## src/verilog/mbpc_top_check_note.sv

```systemverilog
// no logic here; the port checks of the block sit with the verification files

```

## src/verilog/mbpc_pkg.sv

```systemverilog
// shared constants and types for the muxed bus and power control block
`default_nettype none
package mbpc_pkg;
  // clock rate of sys_clk_in
  localparam int CLK_KHZ = 125000;
  localparam int CLK_PERIOD_NS = 8;
  // recovery interval after supply returns, legal window 20 to 150 ms
  localparam int REC_MIN_MS = 20;
  localparam int REC_MAX_MS = 150;
  // least time counts up, so the lower bound of the window is the target
  localparam int REC_CYCLES = REC_MIN_MS * CLK_KHZ;
  // output data delay from read strobe low, least time rounded up
  localparam int RD_DELAY_NS = 20;
  localparam int RD_DELAY_CYCLES = (RD_DELAY_NS + CLK_PERIOD_NS - 1) / CLK_PERIOD_NS;
  localparam logic [3:0] RD_DELAY_CNT = 4'(RD_DELAY_CYCLES);
  // register file geometry
  localparam int ADDR_W = 8;
  localparam int DATA_W = 8;
  localparam int NUM_REGS = 16;
  localparam int IDX_W = 4;
  localparam logic [ADDR_W-1:0] REG_LIMIT = 8'h10;
  // control register and its fields
  localparam logic [IDX_W-1:0] CTRL_IDX = 4'h0;
  localparam int CTRL_PWR_BIT = 0;
  localparam int CTRL_OSC_EN_BIT = 1;
  localparam int CTRL_CHAIN_RST_BIT = 2;
  localparam logic [DATA_W-1:0] CTRL_RESET = 8'h03;
  localparam logic [DATA_W-1:0] REG_RESET = 8'h00;
  localparam logic [DATA_W-1:0] UNMAPPED_READ = 8'h00;
  // bus strobes sampled from the pins
  typedef struct packed {
    logic ale;
    logic cs_n;
    logic rd_n;
    logic wr_n;
  } mbpc_strobe_t;
  // read side phases
  typedef enum logic [1:0] {
    MBPC_RD_IDLE,
    MBPC_RD_WAIT,
    MBPC_RD_DRIVE
  } mbpc_rd_state_t;
endpackage
`default_nettype wire

```

## src/verilog/mbpc_recovery.sv

```systemverilog
// power-up recovery timer that locks out host accesses
`timescale 1ns/1ps
`default_nettype none
module mbpc_recovery #(
  parameter int REC_CYCLES = mbpc_pkg::REC_CYCLES
) (
  input wire logic sys_clk_in, // system clock
  input wire logic reset_in, // synchronous reset, active high
  input wire logic start_in, // pulse: supply has just returned
  input wire logic bypass_in, // level: oscillator off or chain in reset
  input wire logic supply_ok_in, // level: main supply present
  output logic done_out // level: accesses allowed
);
  logic [31:0] count_r;
  logic busy_r;

  // countdown runs only while supply stays; a bypass ends it at once
  always_ff @(posedge sys_clk_in) begin
    if (reset_in) begin
      busy_r <= 1'b0;
      count_r <= 32'h0;
    end else if (!supply_ok_in) begin
      busy_r <= 1'b0;
      count_r <= 32'h0;
    end else if (start_in && !bypass_in) begin
      busy_r <= 1'b1;
      count_r <= 32'(REC_CYCLES - 1);
    end else if (busy_r && (bypass_in || count_r == 32'h0)) begin
      busy_r <= 1'b0;
    end else if (busy_r) begin
      count_r <= count_r - 32'h1;
    end
  end

  // done is registered; one cycle of extra lockout is harmless against 20 ms
  always_ff @(posedge sys_clk_in) begin
    if (reset_in) begin
      done_out <= 1'b0;
    end else begin
      done_out <= supply_ok_in && !busy_r && !(start_in && !bypass_in);
    end
  end
endmodule
`default_nettype wire

```

## src/verilog/mbpc_top.sv

```systemverilog
// device end of the multiplexed address/data bus with power control output
//
// Behaviour
// - after supply returns, refuse accesses 20 ms; skip when oscillator off or chain reset
// - without main supply, kickstart falling edge or wake interrupt asserts power control
// - with supply present, power control level follows the software control bit
// - address is captured from the shared bus at the falling edge of ale
// - write data is captured at the rising edge of the write strobe
// - read data is driven onto the bus during the later part of read low
// - the bus is released to high impedance when the read strobe rises
// - chip select must cover the strobes; without it addresses latch, no access
`timescale 1ns/1ps
`default_nettype none
module mbpc_top #(
  parameter int REC_CYCLES = mbpc_pkg::REC_CYCLES
) (
  input wire logic sys_clk_in, // system clock, 125 MHz
  input wire logic reset_in, // synchronous reset, active high
  input wire mbpc_pkg::mbpc_strobe_t strobe_in, // ale, cs_n, rd_n, wr_n
  input wire logic [mbpc_pkg::DATA_W-1:0] muxed_addr_data_bus_in, // shared bus level
  output logic [mbpc_pkg::DATA_W-1:0] muxed_addr_data_bus_out, // read data
  output logic muxed_addr_data_bus_oe_out, // high while driving read data
  input wire logic supply_ok_in, // main supply present
  input wire logic kickstart_in_n, // kickstart input, active low
  input wire logic wake_irq_in, // wake-up interrupt request
  output logic system_power_on_n_out, // power control, only ever low
  output logic system_power_on_n_oe_out, // high while pulling power control low
  output logic access_ok_out // accesses currently allowed
);
  mbpc_pkg::mbpc_strobe_t strobe_prev_r;
  logic [mbpc_pkg::ADDR_W-1:0] addr_r;
  logic [mbpc_pkg::DATA_W-1:0] regs_r [mbpc_pkg::NUM_REGS];
  logic [mbpc_pkg::DATA_W-1:0] rd_data_nxt;
  mbpc_pkg::mbpc_rd_state_t rd_state_r;
  logic [3:0] rd_cnt_r;
  logic supply_prev_r;
  logic kick_prev_r;
  logic pwr_on_r;
  logic rec_done;
  logic ale_fall;
  logic wr_rise;
  logic wr_hit;
  logic rd_active;
  logic supply_rise;
  logic kick_fall;
  logic rec_bypass;
  logic [mbpc_pkg::DATA_W-1:0] data_hold_r;

  // an address inside the register file
  function automatic logic reg_hit(input logic [mbpc_pkg::ADDR_W-1:0] a);
    reg_hit = (a < mbpc_pkg::REG_LIMIT);
  endfunction

  // register index from a latched address
  function automatic logic [mbpc_pkg::IDX_W-1:0] reg_idx(input logic [mbpc_pkg::ADDR_W-1:0] a);
    reg_idx = a[mbpc_pkg::IDX_W-1:0];
  endfunction

  // previous strobe and pin levels for edge detection
  always_ff @(posedge sys_clk_in) begin
    if (reset_in) begin
      strobe_prev_r <= '{ale: 1'b0, cs_n: 1'b1, rd_n: 1'b1, wr_n: 1'b1};
      supply_prev_r <= 1'b0;
      kick_prev_r <= 1'b1;
    end else begin
      strobe_prev_r <= strobe_in;
      supply_prev_r <= supply_ok_in;
      kick_prev_r <= kickstart_in_n;
    end
  end

  // edge terms; chip select is judged as it stood during the strobe
  assign ale_fall = strobe_prev_r.ale && !strobe_in.ale;
  assign wr_rise = !strobe_prev_r.wr_n && strobe_in.wr_n;
  assign wr_hit = wr_rise && !strobe_prev_r.cs_n && access_ok_out && reg_hit(addr_r);
  assign rd_active = !strobe_in.rd_n && !strobe_in.cs_n && access_ok_out;
  assign supply_rise = supply_ok_in && !supply_prev_r;
  assign kick_fall = kick_prev_r && !kickstart_in_n;

  // oscillator off or countdown chain held in reset skip the lockout
  assign rec_bypass = !regs_r[mbpc_pkg::CTRL_IDX][mbpc_pkg::CTRL_OSC_EN_BIT]
                      || regs_r[mbpc_pkg::CTRL_IDX][mbpc_pkg::CTRL_CHAIN_RST_BIT];

  mbpc_recovery #(
    .REC_CYCLES(REC_CYCLES)
  ) u_recovery (
    .sys_clk_in(sys_clk_in),
    .reset_in(reset_in),
    .start_in(supply_rise),
    .bypass_in(rec_bypass),
    .supply_ok_in(supply_ok_in),
    .done_out(rec_done)
  );

  // accesses are refused without supply and during recovery
  always_ff @(posedge sys_clk_in) begin
    if (reset_in) begin
      access_ok_out <= 1'b0;
    end else begin
      access_ok_out <= rec_done && supply_ok_in && !supply_rise;
    end
  end

  // address latch; chip select does not gate it
  always_ff @(posedge sys_clk_in) begin
    if (reset_in) begin
      addr_r <= '0;
    end else if (ale_fall) begin
      addr_r <= muxed_addr_data_bus_in;
    end
  end

  // register file; data is taken as it stood just before the write strobe rose,
  // since write-data hold may be zero
  always_ff @(posedge sys_clk_in) begin
    if (reset_in) begin
      for (int i = 0; i < mbpc_pkg::NUM_REGS; i++) begin
        regs_r[i] <= mbpc_pkg::REG_RESET;
      end
      regs_r[mbpc_pkg::CTRL_IDX] <= mbpc_pkg::CTRL_RESET;
    end else begin
      if (wr_hit) begin
        regs_r[reg_idx(addr_r)] <= data_hold_r;
      end
      // a wake source without supply sets the hold bit; set beats a clear
      if (!supply_ok_in && (kick_fall || wake_irq_in)) begin
        regs_r[mbpc_pkg::CTRL_IDX][mbpc_pkg::CTRL_PWR_BIT] <= 1'b1;
      end
    end
  end

  // bus level from the previous cycle, used as write data
  always_ff @(posedge sys_clk_in) begin
    if (reset_in) begin
      data_hold_r <= '0;
    end else begin
      data_hold_r <= muxed_addr_data_bus_in;
    end
  end

  // read mux; unmapped addresses read as zero
  always_comb begin
    rd_data_nxt = mbpc_pkg::UNMAPPED_READ;
    if (reg_hit(addr_r)) begin
      rd_data_nxt = regs_r[reg_idx(addr_r)];
    end
  end

  // read sequencer: wait out the output delay, drive, release on strobe rise
  always_ff @(posedge sys_clk_in) begin
    if (reset_in) begin
      rd_state_r <= mbpc_pkg::MBPC_RD_IDLE;
      rd_cnt_r <= 4'h0;
    end else begin
      case (rd_state_r)
        mbpc_pkg::MBPC_RD_IDLE: begin
          if (rd_active) begin
            rd_state_r <= mbpc_pkg::MBPC_RD_WAIT;
            rd_cnt_r <= 4'h1;
          end
        end
        mbpc_pkg::MBPC_RD_WAIT: begin
          if (!rd_active) begin
            rd_state_r <= mbpc_pkg::MBPC_RD_IDLE;
          end else if (rd_cnt_r >= mbpc_pkg::RD_DELAY_CNT - 4'h1) begin
            rd_state_r <= mbpc_pkg::MBPC_RD_DRIVE;
          end else begin
            rd_cnt_r <= rd_cnt_r + 4'h1;
          end
        end
        mbpc_pkg::MBPC_RD_DRIVE: begin
          if (!rd_active) begin
            rd_state_r <= mbpc_pkg::MBPC_RD_IDLE;
          end
        end
        default: begin
          rd_state_r <= mbpc_pkg::MBPC_RD_IDLE;
        end
      endcase
    end
  end

  // bus drivers registered so the pins come straight from flip-flops
  always_ff @(posedge sys_clk_in) begin
    if (reset_in) begin
      muxed_addr_data_bus_oe_out <= 1'b0;
      muxed_addr_data_bus_out <= '0;
    end else begin
      muxed_addr_data_bus_oe_out <= rd_active && (rd_state_r == mbpc_pkg::MBPC_RD_DRIVE
                                    || (rd_state_r == mbpc_pkg::MBPC_RD_WAIT
                                    && rd_cnt_r >= mbpc_pkg::RD_DELAY_CNT - 4'h1));
      muxed_addr_data_bus_out <= rd_data_nxt;
    end
  end

  // power control: wake sources without supply, software bit with supply
  always_ff @(posedge sys_clk_in) begin
    if (reset_in) begin
      pwr_on_r <= 1'b0;
    end else if (!supply_ok_in) begin
      if (kick_fall || wake_irq_in) begin
        pwr_on_r <= 1'b1;
      end
    end else begin
      pwr_on_r <= regs_r[mbpc_pkg::CTRL_IDX][mbpc_pkg::CTRL_PWR_BIT];
    end
  end

  // open drain: value always low, enable carries the assertion; pullup gives high
  always_ff @(posedge sys_clk_in) begin
    if (reset_in) begin
      system_power_on_n_out <= 1'b0;
      system_power_on_n_oe_out <= 1'b0;
    end else begin
      system_power_on_n_out <= 1'b0;
      system_power_on_n_oe_out <= pwr_on_r;
    end
  end
endmodule
`default_nettype wire

```

## config.mk

```make
export PLATFORM = sky130hd
export DESIGN_NAME = mbpc_top
export DESIGN_NICKNAME = d
export VERILOG_FILES = /design/src/verilog/mbpc_top_check_note.sv /design/src/verilog/mbpc_pkg.sv /design/src/verilog/mbpc_recovery.sv /design/src/verilog/mbpc_top.sv
export SDC_FILE = /design/constraint.sdc
export NUM_CORES = 1
export LEC_CHECK = 0
export ABC_AREA = 0
export BUFFER_PORTS_ARGS = -buffer_cell sky130_fd_sc_hd__buf_2
export CORE_MARGIN = 3
export CORE_UTILIZATION = 40
export CTS_CLUSTER_SIZE = 30
export DETAILED_ROUTE_END_ITERATION = 6
export PLACE_DENSITY = 0.53
export SLEW_MARGIN = 5
export SYNTH_ARGS = -nofsm -noshare
export SYNTH_HDL_FRONTEND = slang
export SYNTH_HIERARCHICAL = 1
export SYNTH_SLANG_ARGS = --single-unit
```

## constraint.sdc

```tcl
create_clock -name sys_clk_in -period 2.1 [get_ports sys_clk_in]
set_input_delay 0.315 -clock sys_clk_in [delete_from_list [all_inputs] [get_ports sys_clk_in]]
set_output_delay 0.315 -clock sys_clk_in [all_outputs]
set_load 0.02 [all_outputs]
```

==> results of run 1 <==
-- layer usage --
layer,vias up,GRT usage,share of wire
met1,3000,0.215,0.44
met5,-,0,0
met3,27,0.0223,0.027
met4,0,0.0455,0.020
li1,2923,-,-
met2,87,0.310,0.51
-- critical path: stages (launching register included) --
cell	delay [ns]
dfxtp_1	0.31
or4_4	0.57
nor3b_4	0.22
nand4_1	0.19
buf_6	0.20
or4_1	0.41
a21oi_1	0.14
-- kinds of logic (layout without fill, tap and decap cells) --
logic type / Yosys count / after routing / share of synthesized area
AO/OA/AOI/OAI: 79 / 79 / 0.0549
adder cells (fa/ha/maj): 4 / 4 / 0.00537
buffers and inverters: 58 / 163 / 0.0321
flip-flops: 201 / 201 / 0.568
multiplexers: 61 / 61 / 0.110
other: 1 / 1 / 0.000402
AND/OR/NAND/NOR: 330 / 330 / 0.230
-- area by class of cell --
class,count,area [um2],area share
multi-input cells,475,3890,0.346
well taps,313,392,0.0348
clock inverters,14,125,0.0111
flip-flops and latches,201,5300,0.471
inverters,7,26.3,0.00233
repair buffers,115,892,0.0792
clock buffers,27,633,0.0562
-- cells in the final DEF, fill, tap and decap left out, drive strengths merged, types with 10 or more instances in the layout --
| cell | n |
|---|---|
| a21oi | 26 |
| edfxtp | 127 |
| nand2 | 14 |
| nor3 | 24 |
| nor2 | 21 |
| dfxtp | 74 |
| and2 | 113 |
| nand2b | 12 |
| nor2b | 16 |
| buf | 112 |
| nor4 | 27 |
| a31oi | 10 |
| o21ai | 13 |
| mux4 | 32 |
| clkbuf | 28 |
| o31ai | 17 |
| mux2i | 20 |
| or3 | 17 |
| or4 | 20 |
| or2 | 43 |
-- where the power goes --
| group | total, mW | switching (mW) | internal, mW |
|---|---|---|---|
| sequential | 4.40 | 0.0818 | 4.31 |
| clock | 3.98 | 1.59 | 2.40 |
| combinational | 0.730 | 0.400 | 0.330 |
-- repair_timing --
item                       in CTS  in global routing
gates resized for setup        12                 24
pin swaps                       3                 16
hold buffers                    2                  0
gates cloned                    0                  1
hold endpoints to repair        2                  0
setup endpoints to repair      36                 75
buffers inserted                5                  3
-- flip-flops by register name (all words and copies together), names as in the netlist --
| name | flops |
|---|---|
| muxed_addr_data_bus_oe_out | 1 |
| u_recovery/done_out | 1 |
| access_ok_out | 1 |
| regs_r | 128 |
| addr_r | 8 |
| muxed_addr_data_bus_out | 8 |
| data_hold_r | 8 |
| supply_prev_r | 1 |
| system_power_on_n_oe_out | 1 |
| u_recovery/count_r | 32 |
| rd_state_r | 2 |
| pwr_on_r | 1 |
| kick_prev_r | 1 |
| u_recovery/busy_r | 1 |
| rd_cnt_r | 4 |
| strobe_prev_r | 3 |
-- how the worst min path moves through the flow --
| stage | startpoint | to | slack, ns | cells after the start |
|---|---|---|---|---|
| after global routing | muxed_addr_data_bus_in[0] | data_hold_r[0] | 0.03 | 2 |
| after global placement | u_recovery/count_r[23] | u_recovery/count_r[23] | 0.46 | 2 |
| after floorplan | u_recovery/busy_r | u_recovery/done_out | 0.41 | 1 |
| final | strobe_in[3] | strobe_prev_r[3] | 0.03 | 2 |
| after CTS | muxed_addr_data_bus_in[7] | data_hold_r[7] | 0.01 | 2 |
| after detailed placement | u_recovery/busy_r | u_recovery/done_out | 0.45 | 1 |
==> results.py, run 1 <==
metrics = {
    "run_status": {
        "status": "complete, but fails checks",
        "violations": "setup timing",
    },
    "worst_setup_path": {
        "worstReg2RegStart": "u_recovery/count_r[10]",
        "cp-endpoint": "u_recovery/count_r[27]",
        "crit_start": "u_recovery/count_r[10]",
        "cp.required_ns": 2.53,
        "crit_arrival_ns": 2.56,
        "r2r_slack_ns": -0.03,
        "worst_r2r_path_depth": 6,
        "cp-end-kind": "register",
        "r2r-end": "u_recovery/count_r[27]",
        "critical_path_class": "register to register",
        "cp-start-kind": "register",
        "crit_path_max_fanout": 8,
    },
    "drt": {
        "ant_nets": 0,
        "drcViolationCount": 0,
        "via_per_inst": 5.24,
        "drt-initial-drc-count": 334,
        "firstDrtPassIters": 4,
        "avgRoutedWirePerCell_um": 18.5,
        "finalWirelength_mm": 21.4,
        "dr_total_vias": 6037,
    },
    "layout": {
        "final_util": 0.494,
        "antennaDiodeCount": 0,
        "drive_gt1_frac": 0.327,
        "areaGrowthSynthToFinish_pct": 20.7,
        "fin_nets": 845,
        "finalNonFillerCells": 1152,
        "fillers": 2019,
        "finalInstanceArea_um2": 11300,
    },
    "global_route": {
        "grt_pass1_wl_mm": 33.6,
        "grt_max_degree": 37,
        "grt_pass1_vias": 6252,
        "grt_usage": 0.171,
        "antenna_found_initial": 0,
        "overflow": 0,
    },
    "floorplan": {
        "chipHeight_um": 159,
        "dieArea_um2": 25200,
        "initial_core_util": 0.409,
        "placementRows": 55,
        "die_x_um": 159,
        "design.core.area_um2": 22800,
        "ios": 29,
    },
    "synthesis": {
        "synth_common_cells": "edfxtp_1 (127), and2_1 (113), dfxtp_1 (74)",
        "ys_types": 58,
        "synthArstFlopShare": 0,
        "yosysSeqAreaShare": 0.568,
        "yosysWarningCount": 6,
        "synthFlopType": "edfxtp_1",
        "synth_fp_nets": 755,
        "synth_enable_flop_cells": 127,
        "synth_top_area_frac": 0.409,
        "synth.area.top_cells": "edfxtp_1 (41%), dfxtp_1 (16%), mux4_2 (7.7%), and2_1 (7.6%), or2_2 (2.8%)",
        "postSynthCellCount": 734,
        "yosysMostFrequentCell": "edfxtp_1",
        "syn_area_um2": 9330,
        "ys_ff_latch": 201,
        "yosysTopAreaCell": "edfxtp_1",
        "syn-mean-instance-area_um2": 12.7,
    },
    "flow_run": {
        "maxCapViolations": 0,
    },
    "sta": {
        "tightest_slew_ns": 0.764,
        "max_freq_ghz": 0.469,
        "rsz0062_at_grt": "yes",
        "skew_ns": 0.0275,
        "finalSetupViolCount": 5,
        "fin_crit_sh": 1.01,
        "worst_slack_ns": -0.0306,
        "hold_ws_ns": 0.0305,
        "hold_viol": 0,
        "drv_slew": 0,
        "finalSetupTns_ns": -0.0728,
        "min_period_ns": 2.13,
        "maxSlewHeadroom": 0.490,
    },
    "power_and_ir_drop": {
        "power.total_mw": 9.11,
        "power_leakage_nw": 4.15,
        "power.density_nw_per_um2": 809,
        "vdd_drop_max_v": 0.000589,
    },
    "cts": {
        "clk_path_buf_depth": 3,
        "clock-root-buffer": "clkbuf_16",
        "cts-buffers-inserted": 24,
        "cts.sinks": 201,
        "cts_tree": "built",
        "insertion_delay_ns": 0.52,
        "h-tree-depth": 1,
        "clk_pin_slew_ns": 0.06,
    },
    "worst_hold_path": {
        "hold_path.class": "input port to register",
    },
    "place": {
        "port_buffers": 27,
        "place_ws_ns": -0.0929,
        "finalWeightedCongestion": 0.838,
        "placed_cells": 1100,
        "dp_hpwl_mm": 14.7,
        "placed_cell_area_um2": 10200,
    },
}
Note: power is estimated with default switching activity, not from simulation.
==> run 2, diff against run 1 <==
- ABC_AREA: 0 -> 1
- PLACE_DENSITY: 0.53 -> 0.65
- SETUP_SLACK_MARGIN: not set -> 0.02
==> run 2 against run 1 <==
Net effect: the flow now finishes without violations; die area increased by 5.0%; combinational power increased by 16%; non-clock buffer count decreased by 44.
==> results.py, run 2 <==
metrics = {
    "run_status": {
        "status": "finished, final reports clean",
    },
    "cts": {
        "cts.sinks": 201,
        "clock-root-buffer": "clkbuf_16",
        "cts_tree": "built",
        "clk_pin_slew_ns": 0.06,
        "insertion_delay_ns": 0.51,
        "cts-buffers-inserted": 22,
        "clk_path_buf_depth": 3,
        "h-tree-depth": 1,
    },
    "sta": {
        "finalSetupTns_ns": 0,
        "min_period_ns": 1.89,
        "finalSetupViolCount": 0,
        "worst_slack_ns": 0.214,
        "rsz0062_at_grt": "no",
        "tightest_slew_ns": 0.721,
        "drv_slew": 0,
        "max_freq_ghz": 0.530,
        "hold_viol": 0,
        "maxSlewHeadroom": 0.519,
        "fin_crit_sh": 0.898,
        "skew_ns": 0.00957,
    },
    "worst_setup_path": {
        "critical_path_class": "register to register",
        "cp.required_ns": 2.28,
        "cp-start-kind": "register",
        "crit_path_max_fanout": 7,
        "cp-end-kind": "register",
        "worstReg2RegStart": "addr_r[4]",
        "crit_arrival_ns": 2.06,
        "crit_start": "addr_r[4]",
    },
    "global_route": {
        "grt_pass1_vias": 7423,
        "grt_usage": 0.174,
        "overflow": 0,
        "grt_pass1_wl_mm": 37.3,
        "antenna_found_initial": 0,
        "grt_max_degree": 48,
    },
    "layout": {
        "reg_top3": "regs_r: 128 flops, u_recovery/count_r: 32 flops",
        "antennaDiodeCount": 0,
        "largest_register_ffs": 128,
        "fin_nets": 1280,
        "final_cell_mix": "nand2_1 (489), nor2_1 (222), edfxtp_1 (127), inv_1 (77), dfxtp_1 (73)",
        "final_common_cell": "nand2_1",
        "drive_gt1_frac": 0.135,
        "areaGrowthSynthToFinish_pct": 13.1,
        "finalInstanceArea_um2": 11100,
        "top_register": "regs_r",
        "final_util": 0.466,
    },
    "place": {
        "finalWeightedCongestion": 0.830,
        "place_ws_ns": 0.213,
        "placed_cell_area_um2": 10400,
        "port_buffers": 27,
        "dp_hpwl_mm": 15.6,
    },
    "drt": {
        "finalWirelength_mm": 22.5,
        "drcViolationCount": 0,
        "ant_nets": 0,
        "via_per_inst": 4.80,
        "firstDrtPassIters": 5,
        "drt-initial-drc-count": 575,
        "dr_total_vias": 7637,
        "avgRoutedWirePerCell_um": 14.1,
    },
    "synthesis": {
        "postSynthCellCount": 1217,
        "yosysTopAreaCell": "edfxtp_1",
        "synth_fp_nets": 1238,
        "synth.area.top_cells": "edfxtp_1 (39%), nand2_1 (19%), dfxtp_1 (15%), nor2_1 (8.5%), inv_1 (2.9%)",
        "synth_common_cells": "nand2_1 (489), nor2_1 (222), edfxtp_1 (127)",
        "synth_top_area_frac": 0.389,
        "yosysSeqAreaShare": 0.540,
        "syn-mean-instance-area_um2": 8.06,
        "ys_ff_latch": 201,
        "synthArstFlopShare": 0,
        "syn_area_um2": 9810,
        "yosysMostFrequentCell": "nand2_1",
        "synth_enable_flop_cells": 127,
        "ys_types": 42,
        "yosysWarningCount": 6,
        "synthFlopType": "edfxtp_1",
    },
    "power_and_ir_drop": {
        "power.density_nw_per_um2": 803,
        "vdd_drop_max_v": 0.000573,
        "power_leakage_nw": 5.08,
    },
    "worst_hold_path": {
        "hold_start": "strobe_in[0]",
        "hold_path.class": "input port to register",
    },
    "flow_run": {
        "maxCapViolations": 0,
    },
    "floorplan": {
        "dieArea_um2": 26400,
        "placementRows": 56,
        "ios": 29,
        "chipHeight_um": 163,
        "design.core.area_um2": 23800,
        "initial_core_util": 0.412,
        "die_x_um": 163,
    },
}
==> run 2: metal layers <==
layer,share of wire,wire length [um],global-route usage,vias up
met5,0,0,0,-
met4,0.019,433,0.0434,0
met3,0.058,1320,0.0259,33
met2,0.47,10500,0.293,180
met1,0.46,10300,0.238,3535
li1,-,-,-,3889
==> run 2: cell type report <==
cell class | count | area [um2]
inverter | 81 | 305
sequential | 201 | 5300
clock buffer | 32 | 628
tap | 319 | 399
fill | 2388 | 12700
timing repair buffer | 71 | 495
multi-input combinational | 882 | 3910
clock inverter | 6 | 63.8
==> run 2: logic make-up after synthesis <==
group	Yosys count	synth area share
buf+inv	134	0.0618
flops	201	0.540
simple gates	811	0.351
other cells	1	0.000382
fa+ha+maj	4	0.00510
xor+xnor	14	0.0125
compound gates	52	0.0293
==> run 2: final timing paths <==
path	end	slack, ns	cells after the start
max	regs_r[12][3]	0.21	7
min	strobe_prev_r[0]	0.03	3
max reg2reg	regs_r[12][3]	0.21	7
min reg2reg	u_recovery/done_out	0.41	1
==> run 2: stage by stage <==
step                      total power [mW]  hold WS [ns]  std cells
after floorplan                       5.04         0.393       1217
after global placement                5.28         0.403       1552
after detailed placement              5.29         0.402       1552
after CTS                             9.00       0.00288       1592
after global routing                  9.26        0.0157       1592
final                                 8.92        0.0256       1592
==> run 2: timing repair <==
action | in CTS | in global routing
hold buffers | 2 | 0
gates resized for setup | 0 | 0
buffers inserted | 0 | 0
endpoints found under the hold margin | 2 | 0
==> run 2: worst max-delay path, cell delays in order, from the launching register on <==
cell     delay [ns]
dfxtp_1        0.31
nor2_1         0.11
nand2_1        0.07
nor2_1         0.15
nand2_2        0.21
nor3_2         0.30
nand2_1        0.13
nand2_1        0.26
==> run 2: power by group <==
group / leakage (nW) / switching [mW] / internal, mW
clock: 0.339 / 1.52 / 2.19
sequential: 1.91 / 0.0470 / 4.31
combinational: 2.83 / 0.597 / 0.249
==> run 3, diff against run 2 <==
- CORE_ASPECT_RATIO: not set -> 0.7
==> run 3 against run 2 <==
Net effect: clock power fell by 5%; combinational power rose by 2%; cell count did not move; register-to-register slack got worse by 0.09 ns; worst setup slack got worse by 0.087 ns; via count rose by 0.62%; global-route usage rose by 0.81 points; clock skew rose by 0.018 ns; critical path depth rose by 1; total power fell by 1.7%; hold slack got worse by 0.0047 ns; critical path type unchanged; critical endpoint is now regs_r[6][3].
==> results.py, run 3 (same netlist as run 2, synthesis figures left out) <==
metrics = {
    "run_status": {
        "status": "finished, final reports clean",
    },
    "sta": {
        "tightest_slew_ns": 0.711,
        "skew_ns": 0.0273,
        "hold_ws_ns": 0.0210,
        "maxSlewHeadroom": 0.526,
        "min_period_ns": 1.97,
        "max_freq_ghz": 0.507,
        "hold_viol": 0,
        "fin_crit_sh": 0.939,
        "drv_slew": 0,
        "finalSetupViolCount": 0,
        "finalSetupTns_ns": 0,
        "rsz0062_at_grt": "no",
        "worst_slack_ns": 0.127,
    },
    "worst_setup_path": {
        "crit_arrival_ns": 2.14,
        "r2r-end": "regs_r[6][3]",
        "worst_r2r_path_depth": 8,
        "cp_slowest_cell": "dfxtp_1",
        "crit_family": "simple AND/OR/NAND/NOR gates",
        "worstPathCellList": "nor2_1 > nand2_1 > nor2_1 > nand2_2 > nor3_4 > buf_12 > nand2_2 > nand2_1",
        "cp-end-kind": "register",
        "critPathBufInv": 1,
        "cpPeakStageDelay_ns": 0.31,
        "crit_start": "addr_r[6]",
        "cp.required_ns": 2.27,
        "worstReg2RegStart": "addr_r[6]",
        "crit_path_max_fanout": 7,
        "critical_path_class": "register to register",
        "r2r_slack_ns": 0.13,
        "cp-start-kind": "register",
    },
    "place": {
        "finalWeightedCongestion": 0.879,
        "place_ws_ns": 0.104,
        "placed_cell_area_um2": 10400,
        "placed_cells": 1548,
        "dp_hpwl_mm": 16.4,
        "port_buffers": 27,
    },
    "floorplan": {
        "dieArea_um2": 26500,
        "placementRows": 47,
        "initial_core_util": 0.411,
        "chipHeight_um": 137,
        "ios": 29,
        "die_x_um": 193,
        "design.core.area_um2": 23900,
    },
    "worst_hold_path": {
        "hold_end": "strobe_prev_r[3]",
        "hold_depth": 3,
        "hold_start": "strobe_in[3]",
        "hold_path.class": "input port to register",
    },
    "drt": {
        "dr_total_vias": 7684,
        "drt-initial-drc-count": 792,
        "drcViolationCount": 0,
        "firstDrtPassIters": 5,
        "via_per_inst": 4.83,
        "finalWirelength_mm": 23.8,
        "avgRoutedWirePerCell_um": 15.0,
        "ant_nets": 0,
    },
    "global_route": {
        "grt_pass1_wl_mm": 37.6,
        "grt_usage": 0.182,
        "overflow": 0,
        "antenna_found_initial": 0,
        "grt_max_degree": 43,
        "grt_pass1_vias": 6851,
    },
    "layout": {
        "fillers": 2354,
        "areaGrowthSynthToFinish_pct": 13.2,
        "reg_top3": "regs_r: 128 flops, u_recovery/count_r: 32 flops",
        "largest_register_ffs": 128,
        "drive_gt1_frac": 0.135,
        "antennaDiodeCount": 0,
        "finalNonFillerCells": 1592,
        "multi_input_area_um2": 3920,
        "finalInstanceArea_um2": 11100,
        "top_register": "regs_r",
        "fin_nets": 1279,
        "final_common_cell": "nand2_1",
        "ff_latch_area_um2": 5300,
        "final_util": 0.465,
        "final_cell_mix": "nand2_1 (486), nor2_1 (222), edfxtp_1 (127), inv_1 (77), dfxtp_1 (73)",
    },
    "flow_run": {
        "maxCapViolations": 0,
    },
    "cts": {
        "cts.sinks": 201,
        "h-tree-depth": 1,
        "clock-root-buffer": "clkbuf_16",
        "insertion_delay_ns": 0.52,
        "cts-buffers-inserted": 22,
        "clk_pin_slew_ns": 0.06,
        "clk_path_buf_depth": 3,
        "cts_tree": "built",
    },
    "power_and_ir_drop": {
        "power.total_mw": 8.76,
        "power.density_nw_per_um2": 789,
        "vdd_drop_max_v": 0.000752,
        "power_leakage_nw": 5.06,
    },
}
## run 3: cell types whose count changed in the layout (fill, tap and decap cells not counted), sizes merged
cell and delta:
buf -2, bufinv -1, clkbuf +1, clkinv +1, clkinvlp +1, dlygate4sd3 +1
## run 3: worst reg2reg max path: cells and delay by family, from the launching register on
family	cells	cell delay, ns
flip-flops	1	0.31
AND/OR/NAND/NOR	7	1.17
buffers and inverters	1	0.15
## run 3: metal layers
metal,vias to the layer above,track usage,part of all wire
li1,3896,-,-
met1,3509,0.308,0.52
met2,251,0.236,0.38
met3,28,0.0325,0.081
met4,0,0.0349,0.015
met5,-,0,0
## run 3: final cells by class
class	count	share of cell area
Multi-Input combinational cell	882	0.353
Timing Repair Buffer	70	0.0475
Tap cell	318	0.0358
Clock inverter	7	0.00405
Sequential cell	201	0.477
Inverter	81	0.0275
Clock buffer	33	0.0552
## run 3: power by group
group	switching (mW)	leakage [nW]	internal, mW
Clock	1.52	0.319	2.02
Combinational	0.612	2.83	0.252
Sequential	0.0506	1.91	4.31
## run 3: what timing repair did
action / CTS / global route
endpoints found under the hold margin: 3 / 0
setup endpoints to repair: 0 / 34
resized for setup: 0 / 4
setup buffers: 0 / 1
hold buffers: 3 / 0
## run 3: worst max path at each step
stage	endpoint	slack [ns]	cells past startpoint
finish	regs_r[6][3]	0.13	8
global route	regs_r[14][4]	0.006	8
CTS	regs_r[8][6]	0.07	7
detailed placement	regs_r[8][6]	0.10	7
global placement	regs_r[12][2]	0.17	7
floorplan	regs_r[12][1]	0.41	6
